$ cat src/pkg/pcc_pkg.sv
/*
 * Constants for the pulse counter command-word block: register map,
 * command-word bit positions, reset values and value formats.
 * Assumes a 32-bit AXI4-Lite register bus with word-aligned registers.
 */
`default_nettype none
package pcc_pkg;
	// Register byte offsets
	localparam logic [7:0] OFF_CMD     = 8'h00;
	localparam logic [7:0] OFF_DATA_LO = 8'h04;
	localparam logic [7:0] OFF_DATA_HI = 8'h08;
	localparam logic [7:0] OFF_IN_LO   = 8'h0C;
	localparam logic [7:0] OFF_IN_HI   = 8'h10;
	localparam logic [7:0] OFF_STATUS  = 8'h14;
	// Command word bit positions
	localparam int B_LD_SV1    = 0;
	localparam int B_LD_SV2    = 1;
	localparam int B_LD_CNT    = 2;
	localparam int B_HEX       = 3;
	localparam int B_RD_SV1    = 4;
	localparam int B_RD_SV2    = 5;
	localparam int B_RD_CNT    = 6;
	localparam int B_SW_RST    = 7;
	localparam int B_OUT1_EN   = 8;
	localparam int B_OUT2_EN   = 9;
	localparam int B_MODE_LO   = 10;
	localparam int B_RMODE_LO  = 12;
	localparam int B_ERR_KEEP  = 15;
	// Status word bit positions
	localparam int S_COUNTING  = 3;
	localparam int S_HALTED    = 4;
	localparam int S_OUT1      = 5;
	localparam int S_OUT2      = 6;
	// Value format positions inside the 32-bit data pair
	localparam int V_SIGN      = 31;
	localparam int V_COND_LO   = 28;
	// Reset values and bus response codes
	localparam logic [15:0] CMD_RST  = 16'h0000;
	localparam logic [15:0] DATA_RST = 16'h0000;
	localparam logic [23:0] VAL_RST  = 24'h000000;
	localparam logic [1:0]  RESP_OK  = 2'h0;
	localparam logic [1:0]  RESP_ERR = 2'h2;
	// Count modes
	typedef enum logic [1:0] {
		CM_NONE,
		CM_PULSE_DIR,
		CM_QUAD_X4,
		CM_QUAD_X1
	} pcc_mode_t;
endpackage
`default_nettype wire

$ cat src/hw/pcc_counter_ctrl.sv
/*
 * Incremental pulse counter with command-word control, compare outputs
 * and BCD/hex value exchange over an AXI4-Lite register slave.
 * Assumes encoder, reset and error pins synchronous to CLK_IN (40 MHz).
 */
// Behaviour
// RULE_01 - Set value 1 load edge captures data pair as set value 1.
// RULE_02 - Set value 2 load edge captures data pair as set value 2.
// RULE_03 - Count load edge replaces present count with data pair.
// RULE_04 - Host holds each load bit until its completion flag shows.
// RULE_05 - Coding bit low means BCD, high means hexadecimal, both ways.
// RULE_06 - While set value 1 read bit high, input words show it.
// RULE_07 - While set value 2 read bit high, input words show it.
// RULE_08 - While count read bit high, input words show the count.
// RULE_09 - Internal reset source acts on software bit rising edge only.
// RULE_10 - Output 1 on only when enabled and compare 1 met.
// RULE_11 - Output 2 on only when enabled and compare 2 met.
// RULE_12 - Mode field: 00 keep, 01 pulse-direction, 10 x4, 11 x1.
// RULE_13 - No counting until a mode is set; startup mode counts at once.
// RULE_14 - Mode change while counting clears the count to zero.
// RULE_15 - Reset-source field is mask Z, external, internal; zero keeps.
// RULE_16 - Error with bit low: stop, clear values, outputs off.
// RULE_17 - Error with bit high: counting carries on.
// RULE_18 - One command served: count, sv2, sv1 load, then reads.
// RULE_19 - Condition zero: count >= set value; else count <= set value.
// RULE_20 - Values are signed 24-bit, hex negatives in two's complement.
// RULE_21 - Completion flag clears once host drops its load bit.
// RULE_22 - Zero mode fields leave latched modes unchanged.
`default_nettype none
module pcc_counter_ctrl
	import pcc_pkg::*;
#(
	parameter int AW = 8
) (
	input  wire logic          CLK_IN,
	input  wire logic          RSTN_IN,
	input  wire logic [AW-1:0] S_AXI_AWADDR_IN,
	input  wire logic          S_AXI_AWVALID_IN,
	output logic               S_AXI_AWREADY_OUT,
	input  wire logic [31:0]   S_AXI_WDATA_IN,
	input  wire logic [3:0]    S_AXI_WSTRB_IN,
	input  wire logic          S_AXI_WVALID_IN,
	output logic               S_AXI_WREADY_OUT,
	output logic [1:0]         S_AXI_BRESP_OUT,
	output logic               S_AXI_BVALID_OUT,
	input  wire logic          S_AXI_BREADY_IN,
	input  wire logic [AW-1:0] S_AXI_ARADDR_IN,
	input  wire logic          S_AXI_ARVALID_IN,
	output logic               S_AXI_ARREADY_OUT,
	output logic [31:0]        S_AXI_RDATA_OUT,
	output logic [1:0]         S_AXI_RRESP_OUT,
	output logic               S_AXI_RVALID_OUT,
	input  wire logic          S_AXI_RREADY_IN,
	input  wire logic          ENC_A_IN,
	input  wire logic          ENC_B_IN,
	input  wire logic          ENC_Z_IN,
	input  wire logic          EXT_RST_IN,
	input  wire logic          IO_ERR_IN,
	input  wire logic [1:0]    MODE_STRAP_IN,
	output logic               OUT1_OUT,
	output logic               OUT2_OUT
);

	// Signed 24-bit value from a data pair in the selected coding
	function automatic logic [23:0] to_bin(input logic [31:0] w,
			input logic hex);
		logic [31:0] mag;
		mag = 32'h0;
		for (int i = 6; i >= 0; i--) begin
			mag = mag * 32'd10 + {28'h0, w[i*4 +: 4]};
		end
		if (hex)
			to_bin = w[23:0];
		else if (w[V_SIGN])
			to_bin = 24'(-mag);
		else
			to_bin = mag[23:0];
	endfunction

	// Seven BCD digits of a magnitude, by shift-and-add-three
	function automatic logic [27:0] to_bcd(input logic [23:0] mag);
		logic [27:0] bcd;
		bcd = 28'h0;
		for (int i = 23; i >= 0; i--) begin
			for (int d = 0; d < 7; d++) begin
				if (bcd[d*4 +: 4] > 4'h4)
					bcd[d*4 +: 4] = bcd[d*4 +: 4] + 4'h3;
			end
			bcd = {bcd[26:0], mag[i]};
		end
		to_bcd = bcd;
	endfunction

	// Read-back pair: condition in the top nibble, with the sign there in BCD only
	function automatic logic [31:0] to_word(input logic [23:0] v,
			input logic [2:0] cond, input logic hex);
		logic [23:0] mag;
		mag = v[23] ? 24'(-v) : v;
		if (hex)
			to_word = {1'b0, cond, 4'h0, v};
		else
			to_word = {v[23], cond, to_bcd(mag)};
	endfunction

	function automatic pcc_mode_t dec_mode(input logic [1:0] f);
		unique case (f)
			2'h0: dec_mode = CM_NONE;
			2'h1: dec_mode = CM_PULSE_DIR;
			2'h2: dec_mode = CM_QUAD_X4;
			2'h3: dec_mode = CM_QUAD_X1;
		endcase
	endfunction

	logic [15:0] cmd_q, cmd_d, lo_q, lo_d, hi_q, hi_d;
	logic [15:0] in_lo_q, in_lo_d, in_hi_q, in_hi_d;
	logic [23:0] cnt_q, cnt_d, sv1_q, sv1_d, sv2_q, sv2_d;
	logic [2:0]  c1_q, c1_d, c2_q, c2_d, rmask_q, rmask_d, done_q, done_d;
	pcc_mode_t   mode_q, mode_d;
	logic        started_q, started_d, halt_q, halt_d;
	logic        a_q, b_q, z_q, e_q, sw_q, o1_q, o1_d, o2_q, o2_d;
	logic        aw_have_q, aw_have_d, w_have_q, w_have_d;
	logic        bvalid_q, bvalid_d, rvalid_q, rvalid_d;
	logic [AW-1:0] waddr_q, waddr_d;
	logic [31:0] wdata_q, wdata_d, rdata_q, rdata_d;
	logic [3:0]  wstrb_q, wstrb_d;
	logic [1:0]  bresp_q, bresp_d, rresp_q, rresp_d;
	logic        wr_fire;
	logic [31:0] status;

	assign S_AXI_AWREADY_OUT = !aw_have_q && !bvalid_q;
	assign S_AXI_WREADY_OUT  = !w_have_q && !bvalid_q;
	assign S_AXI_ARREADY_OUT = !rvalid_q;
	assign S_AXI_BVALID_OUT  = bvalid_q;
	assign S_AXI_BRESP_OUT   = bresp_q;
	assign S_AXI_RVALID_OUT  = rvalid_q;
	assign S_AXI_RDATA_OUT   = rdata_q;
	assign S_AXI_RRESP_OUT   = rresp_q;
	assign OUT1_OUT          = o1_q;
	assign OUT2_OUT          = o2_q;
	// Write lands once both halves are held; keeps the two orders equal
	assign wr_fire = aw_have_q && w_have_q && !bvalid_q;
	assign status  = {25'h0, o2_q, o1_q, halt_q,
		started_q && mode_q != CM_NONE && !halt_q, done_q};

	// Bus channel handshakes and read mux
	always_comb begin
		aw_have_d = aw_have_q;
		w_have_d  = w_have_q;
		waddr_d   = waddr_q;
		wdata_d   = wdata_q;
		wstrb_d   = wstrb_q;
		bvalid_d  = bvalid_q;
		bresp_d   = bresp_q;
		rvalid_d  = rvalid_q;
		rdata_d   = rdata_q;
		rresp_d   = rresp_q;
		if (S_AXI_AWVALID_IN && S_AXI_AWREADY_OUT) begin
			aw_have_d = 1'b1;
			waddr_d   = S_AXI_AWADDR_IN;
		end
		if (S_AXI_WVALID_IN && S_AXI_WREADY_OUT) begin
			w_have_d = 1'b1;
			wdata_d  = S_AXI_WDATA_IN;
			wstrb_d  = S_AXI_WSTRB_IN;
		end
		if (wr_fire) begin
			aw_have_d = 1'b0;
			w_have_d  = 1'b0;
			bvalid_d  = 1'b1;
			bresp_d   = (waddr_q[7:0] <= OFF_STATUS && waddr_q[1:0] == 2'h0)
				? RESP_OK : RESP_ERR;
		end else if (bvalid_q && S_AXI_BREADY_IN) begin
			bvalid_d = 1'b0;
		end
		if (S_AXI_ARVALID_IN && S_AXI_ARREADY_OUT) begin
			rvalid_d = 1'b1;
			rresp_d  = RESP_OK;
			unique case (S_AXI_ARADDR_IN[7:0])
				OFF_CMD:     rdata_d = 32'h0; // Command word is write-only
				OFF_DATA_LO: rdata_d = {16'h0, lo_q};
				OFF_DATA_HI: rdata_d = {16'h0, hi_q};
				OFF_IN_LO:   rdata_d = {16'h0, in_lo_q};
				OFF_IN_HI:   rdata_d = {16'h0, in_hi_q};
				OFF_STATUS:  rdata_d = status;
				default: begin
					rdata_d = 32'h0;
					rresp_d = RESP_ERR;
				end
			endcase
		end else if (rvalid_q && S_AXI_RREADY_IN) begin
			rvalid_d = 1'b0;
		end
	end

	always_ff @(posedge CLK_IN) begin
		if (!RSTN_IN) begin
			aw_have_q <= 1'b0;
			w_have_q  <= 1'b0;
			waddr_q   <= '0;
			wdata_q   <= 32'h0;
			wstrb_q   <= 4'h0;
			bvalid_q  <= 1'b0;
			bresp_q   <= RESP_OK;
			rvalid_q  <= 1'b0;
			rdata_q   <= 32'h0;
			rresp_q   <= RESP_OK;
		end else begin
			aw_have_q <= aw_have_d;
			w_have_q  <= w_have_d;
			waddr_q   <= waddr_d;
			wdata_q   <= wdata_d;
			wstrb_q   <= wstrb_d;
			bvalid_q  <= bvalid_d;
			bresp_q   <= bresp_d;
			rvalid_q  <= rvalid_d;
			rdata_q   <= rdata_d;
			rresp_q   <= rresp_d;
		end
	end

	// Counter, command decode, compare outputs; later steps override
	always_comb begin
		logic [15:0] c;
		logic [31:0] dw;
		logic [2:0]  pend;
		logic        step, up, hex, cmp1, cmp2;
		pcc_mode_t   nm;
		c        = cmd_q;
		dw       = {hi_q, lo_q};
		hex      = cmd_q[B_HEX];
		pend     = cmd_q[2:0] & ~done_q;
		step     = 1'b0;
		up       = 1'b1;
		nm       = CM_NONE;
		cmp1     = 1'b0;
		cmp2     = 1'b0;
		lo_d     = lo_q;
		hi_d     = hi_q;
		if (wr_fire && waddr_q[7:0] == OFF_CMD)
			for (int i = 0; i < 2; i++)
				if (wstrb_q[i]) c[i*8 +: 8] = wdata_q[i*8 +: 8];
		if (wr_fire && waddr_q[7:0] == OFF_DATA_LO)
			for (int i = 0; i < 2; i++)
				if (wstrb_q[i]) lo_d[i*8 +: 8] = wdata_q[i*8 +: 8];
		if (wr_fire && waddr_q[7:0] == OFF_DATA_HI)
			for (int i = 0; i < 2; i++)
				if (wstrb_q[i]) hi_d[i*8 +: 8] = wdata_q[i*8 +: 8];
		cmd_d     = c;
		started_d = 1'b1;
		halt_d    = halt_q;
		cnt_d     = cnt_q;
		sv1_d     = sv1_q;
		sv2_d     = sv2_q;
		c1_d      = c1_q;
		c2_d      = c2_q;
		in_lo_d   = in_lo_q;
		in_hi_d   = in_hi_q;
		rmask_d   = rmask_q;
		mode_d    = mode_q;
		// Strap seen first cycle after release, then the command word
		nm = started_q ? dec_mode(cmd_q[B_MODE_LO +: 2])
			: dec_mode(MODE_STRAP_IN); // [RULE_13]
		if (nm != CM_NONE)
			mode_d = nm; // [RULE_12] [RULE_22]
		if (cmd_q[B_RMODE_LO +: 3] != 3'h0)
			rmask_d = cmd_q[B_RMODE_LO +: 3]; // [RULE_15] [RULE_22]
		// x4 direction from current A against previous B; pulse-direction and x1 from current B
		unique case (mode_q)
			CM_NONE: ;
			CM_PULSE_DIR, CM_QUAD_X1: begin
				step = ENC_A_IN && !a_q;
				up   = !ENC_B_IN;
			end
			CM_QUAD_X4: begin
				step = (ENC_A_IN ^ a_q) ^ (ENC_B_IN ^ b_q);
				up   = ENC_A_IN ^ b_q;
			end
		endcase
		if (step && !halt_q) // [RULE_13] [RULE_17]
			cnt_d = up ? cnt_q + 24'h1 : cnt_q - 24'h1;
		if ((rmask_q[0] && ENC_Z_IN && !z_q)
				|| (rmask_q[1] && EXT_RST_IN && !e_q)
				|| (rmask_q[2] && cmd_q[B_SW_RST] && !sw_q))
			cnt_d = VAL_RST; // [RULE_09]
		if (mode_q != CM_NONE && mode_d != mode_q)
			cnt_d = VAL_RST; // [RULE_14]
		// A flag drops with its bit; the host holds the bit until set
		done_d = done_q & cmd_q[2:0]; // [RULE_21] [RULE_04]
		if (pend[B_LD_CNT]) begin // [RULE_18]
			cnt_d          = to_bin(dw, hex); // [RULE_03] [RULE_05] [RULE_20]
			done_d[B_LD_CNT] = 1'b1;
		end else if (pend[B_LD_SV2]) begin
			sv2_d          = to_bin(dw, hex); // [RULE_02] [RULE_20]
			c2_d           = dw[V_COND_LO +: 3];
			done_d[B_LD_SV2] = 1'b1;
		end else if (pend[B_LD_SV1]) begin
			sv1_d          = to_bin(dw, hex); // [RULE_01] [RULE_20]
			c1_d           = dw[V_COND_LO +: 3];
			done_d[B_LD_SV1] = 1'b1;
		end else if (cmd_q[B_RD_CNT]) begin
			{in_hi_d, in_lo_d} = to_word(cnt_q, 3'h0, hex); // [RULE_08]
			if (hex)
				in_hi_d = {8'h00, cnt_q[23:16]};
		end else if (cmd_q[B_RD_SV2]) begin
			{in_hi_d, in_lo_d} = to_word(sv2_q, c2_q, hex); // [RULE_07]
		end else if (cmd_q[B_RD_SV1]) begin
			{in_hi_d, in_lo_d} = to_word(sv1_q, c1_q, hex); // [RULE_06]
		end
		// Sticky until reset: the unit must be restarted after the error
		if (IO_ERR_IN && !cmd_q[B_ERR_KEEP])
			halt_d = 1'b1;
		if (halt_d) begin // [RULE_16]
			cnt_d = VAL_RST;
			sv1_d = VAL_RST;
			sv2_d = VAL_RST;
		end
		cmp1 = (c1_q == 3'h0) ? $signed(cnt_q) >= $signed(sv1_q)
			: $signed(cnt_q) <= $signed(sv1_q); // [RULE_19]
		cmp2 = (c2_q == 3'h0) ? $signed(cnt_q) >= $signed(sv2_q)
			: $signed(cnt_q) <= $signed(sv2_q);
		o1_d = cmd_q[B_OUT1_EN] && cmp1 && !halt_d; // [RULE_10] [RULE_16]
		o2_d = cmd_q[B_OUT2_EN] && cmp2 && !halt_d; // [RULE_11]
	end

	always_ff @(posedge CLK_IN) begin
		if (!RSTN_IN) begin
			cmd_q     <= CMD_RST;
			lo_q      <= DATA_RST;
			hi_q      <= DATA_RST;
			in_lo_q   <= DATA_RST;
			in_hi_q   <= DATA_RST;
			cnt_q     <= VAL_RST;
			sv1_q     <= VAL_RST;
			sv2_q     <= VAL_RST;
			c1_q      <= 3'h0;
			c2_q      <= 3'h0;
			rmask_q   <= 3'h0;
			done_q    <= 3'h0;
			mode_q    <= CM_NONE;
			started_q <= 1'b0;
			halt_q    <= 1'b0;
			{a_q, b_q, z_q, e_q, sw_q} <= 5'h00;
			o1_q      <= 1'b0;
			o2_q      <= 1'b0;
		end else begin
			cmd_q     <= cmd_d;
			lo_q      <= lo_d;
			hi_q      <= hi_d;
			in_lo_q   <= in_lo_d;
			in_hi_q   <= in_hi_d;
			cnt_q     <= cnt_d;
			sv1_q     <= sv1_d;
			sv2_q     <= sv2_d;
			c1_q      <= c1_d;
			c2_q      <= c2_d;
			rmask_q   <= rmask_d;
			done_q    <= done_d;
			mode_q    <= mode_d;
			started_q <= started_d;
			halt_q    <= halt_d;
			{a_q, b_q, z_q, e_q, sw_q} <=
				{ENC_A_IN, ENC_B_IN, ENC_Z_IN, EXT_RST_IN, cmd_q[B_SW_RST]};
			o1_q      <= o1_d;
			o2_q      <= o2_d;
		end
	end

endmodule
`default_nettype wire

$ cat config.mk
export PLATFORM = sky130hd
export DESIGN_NAME = pcc_counter_ctrl
export DESIGN_NICKNAME = d
export VERILOG_FILES = /design/src/pkg/pcc_pkg.sv /design/src/hw/pcc_counter_ctrl.sv
export SDC_FILE = /design/constraint.sdc
export NUM_CORES = 2
export LEC_CHECK = 0
export CAP_MARGIN = 20
export CORE_ASPECT_RATIO = 1.75
export CORE_MARGIN = 4
export CORE_UTILIZATION = 55
export CTS_CLUSTER_SIZE = 28
export DETAILED_ROUTE_END_ITERATION = 8
export DONT_BUFFER_PORTS = 1
export PLACE_DENSITY = 0.74
export SLEW_MARGIN = 0
export SYNTH_ARGS = -nofsm -noshare
export SYNTH_HDL_FRONTEND = slang
export SYNTH_SLANG_ARGS = --single-unit
$ cat constraint.sdc
create_clock -name CLK_IN -period 33.5 [get_ports CLK_IN]
set_clock_uncertainty 0.1 [all_clocks]
set_input_delay 1.675 -clock CLK_IN [delete_from_list [all_inputs] [get_ports CLK_IN]]
set_output_delay 1.675 -clock CLK_IN [all_outputs]
set_load 0.1 [all_outputs]
==> summary.md <==
| Metric | Value |
|---|---|
| Outcome | complete, no violations |
| Finished Cell Area | 0.0579 mm^2 |
| Worst path required time | 33.91 ns |
| CP arrival | 30.13 ns |
| Most frequent cells in the layout | ha_1 (608), nand2_1 (590), nor2_1 (541) |
| Mapped Cells | 7445 |
| Worst-path clk slew | 0.08 ns |
| Most common cell after layout, fill and taps aside | ha_1 |
| HP Class | flop to flop |
| Mapped cell area | 0.0564 mm^2 |
| Final-layout fill cell count | 9681 |
| Maxcap violations | 0 |
| Post-CTS setup buffers | 0 |
| Startpoint types | flop |
| Worst-Skew Late Latency | 0.56 ns |
| Setup TNS | 0 ns |
| Clk buf depth | 3 |
| Nets | 7967 |
| Die X | 250 um |
| Final setup vio count | 0 |
| Main synth FF type | dfxtp_1 |
| Vias in the first global route | 55300 |
| DRT Pass-1 Iters | 6 |
| Synth Area per Inst | 7.58 um^2 |
| Tot GR Track Use | 0.317 |
| Synth unique cells | 173 |
| Via count | 57100 |
| DR vias/cell | 6.62 |
| Yosys warns | 0 |
| Fmax | 33.6 MHz |
| Dpl cell area | 0.0572 mm^2 |
| Antenna viol nets, final | 0 |
| # DRC | 0 |
| Top flop regs | cnt_q (24), sv1_q (24), sv2_q (24) |
| Std-Cell Rows | 155 |
| Post-synth EDFFs | 0 |
| Largest net degree at the start of global routing | 148 |
| Area growth, synth to finish | 2.67% |
| Initial core utilization | 0.554 |
| Count of input and output buffers | 0 |
| Crit-path max cell delay | 0.91 ns |
| I/O pins | 109 |
| Reg area | 0.00447 mm^2 |
| Placeable Area | 0.102 mm^2 |
| Total gr overflow | 0 |
| Die area | 0.108 mm^2 |
| CP Capture Type | flop |
| Setup CP Type | flop to flop |
| Final Util | 0.569 |
| Tightest Pin Transition | 1.14 ns |
| Min Tclk post-route | 29.72 ns |
| Gpl congestion | 1.04 |
| Register area share after synthesis | 0.0791 |
| RSZ-0062 raised after global routing | no |
| Number of synthesized register bits | 223 |
| PostCTS Resize Cnt | 0 |
| TritonCTS clock tree | yes |
| Total CTS buffers | 21 |
| Hpwl dp | 147000 um |
| Slew Viols, Final | 0 |
| Wirelength per Cell | 21.0 um |
| Area taken by multi-input logic gates | 0.0488 mm^2 |
| Die H | 432 um |
| Slowest cell on crit path | mux2i_1 |
| Initial antenna violation count | 4 |
| Async SR Flop Fraction | 0 |
| Final hold vios | 0 |
| Tcrit/Tclk final | 0.887 |
| CTS Sinks | 223 |
| Worst rel slew slack | 0.237 |
| Global-route wire length before repair | 284000 um |
| CP Max Fanout | 12 |
| Routed wire length | 181000 um |
| Buf/Inv on CP | 18 |
| CTS Hold Bufs | 0 |
| H-tree lvl count | 1 |
| Share of cells above drive strength 1 | 0.0997 |
| Initial DRC count | 3404 |
| Crit-path most repeated cell | ha_1 |
| Root Buffer | clkbuf_16 |
| CP delay by family, top | compound AO/OA/AOI/OAI gates |
[through the flow]
stage | hold slack, ns | cells | setup WS, ns
detailed placement | 0.357 | 8588 | 4.73
finish | 0.366 | 8629 | 3.78
floorplan | 0.325 | 7464 | 9.00
CTS | 0.367 | 8624 | 4.54
global placement | 0.349 | 8588 | 5.13
global route | 0.393 | 8627 | 1.59
[cells in the mapped netlist (44+ instances only)]
cell type,number,share of area
a211oi_1,130,0.017
a21boi_0,104,0.014
a21o_1,92,0.012
a21oi_1,427,0.038
a22oi_1,56,0.0075
a31oi_1,94,0.010
and2_1,105,0.012
and3_1,110,0.012
clkbuf_1,146,0.0097
dfxtp_1,223,0.079
ha_1,608,0.13
inv_1,470,0.031
mux2_2,142,0.028
mux2i_1,282,0.050
nand2_1,592,0.039
nand2b_1,102,0.011
nand3_1,164,0.015
nand4_1,72,0.0080
nor2_1,543,0.036
nor2b_1,101,0.011
nor3_1,162,0.014
nor3b_1,44,0.0059
nor4_1,53,0.0059
o211ai_1,107,0.014
o21a_1,58,0.0077
o21ai_0,295,0.026
o21ai_1,61,0.0054
o21bai_1,91,0.012
o31ai_1,75,0.010
or2_2,45,0.0050
or3_1,78,0.0087
xnor2_1,296,0.046
xor2_1,143,0.022
[layer usage]
layer,global-route usage,vias to the layer above,share of wire
li1,-,27800,-
met1,0.292,27000,0.34
met3,0.0497,690,0.049
met5,0,-,0
met4,0.307,0,0.12
met2,0.583,1637,0.50
[logic make-up (layout without fill, tap and decap cells)]
logic type | count (synthesis) | in the layout | synth area share
and+or+nand+nor | 2455 | 2455 | 0.230
muxes | 475 | 475 | 0.0914
adders and majority gates | 621 | 621 | 0.139
DFF | 223 | 223 | 0.0791
buffers and inverters | 772 | 601 | 0.0588
other | 1 | 22 | 0.0000665
AOI/OAI and AO/OA | 2434 | 2434 | 0.325
xor gates and xnor gates | 464 | 464 | 0.0758
[worst paths after layout]
path	slack [ns]	start	to	cells after the start
setup reg to reg	3.78	sv1_q[1]	in_hi_q[10]	112
hold reg to reg	0.37	cmd_q[1]	done_q[1]	1
setup / recovery	3.78	sv1_q[1]	in_hi_q[10]	112
hold / removal	0.37	cmd_q[1]	done_q[1]	1
[area by class of cell]
class / instances / area share
repair buffers: 54 / 0.00700
diodes: 2 / 0.0000864
flip-flops and latches: 223 / 0.0771
clock buffers: 30 / 0.0107
multi-input cells: 6469 / 0.842
clock inverters: 6 / 0.00119
inverters: 511 / 0.0332
well taps: 1334 / 0.0288
Power is left out: the tool's default activity adds up to more than one toggle a clock period on the data nets, which glitch-free logic cannot reach.
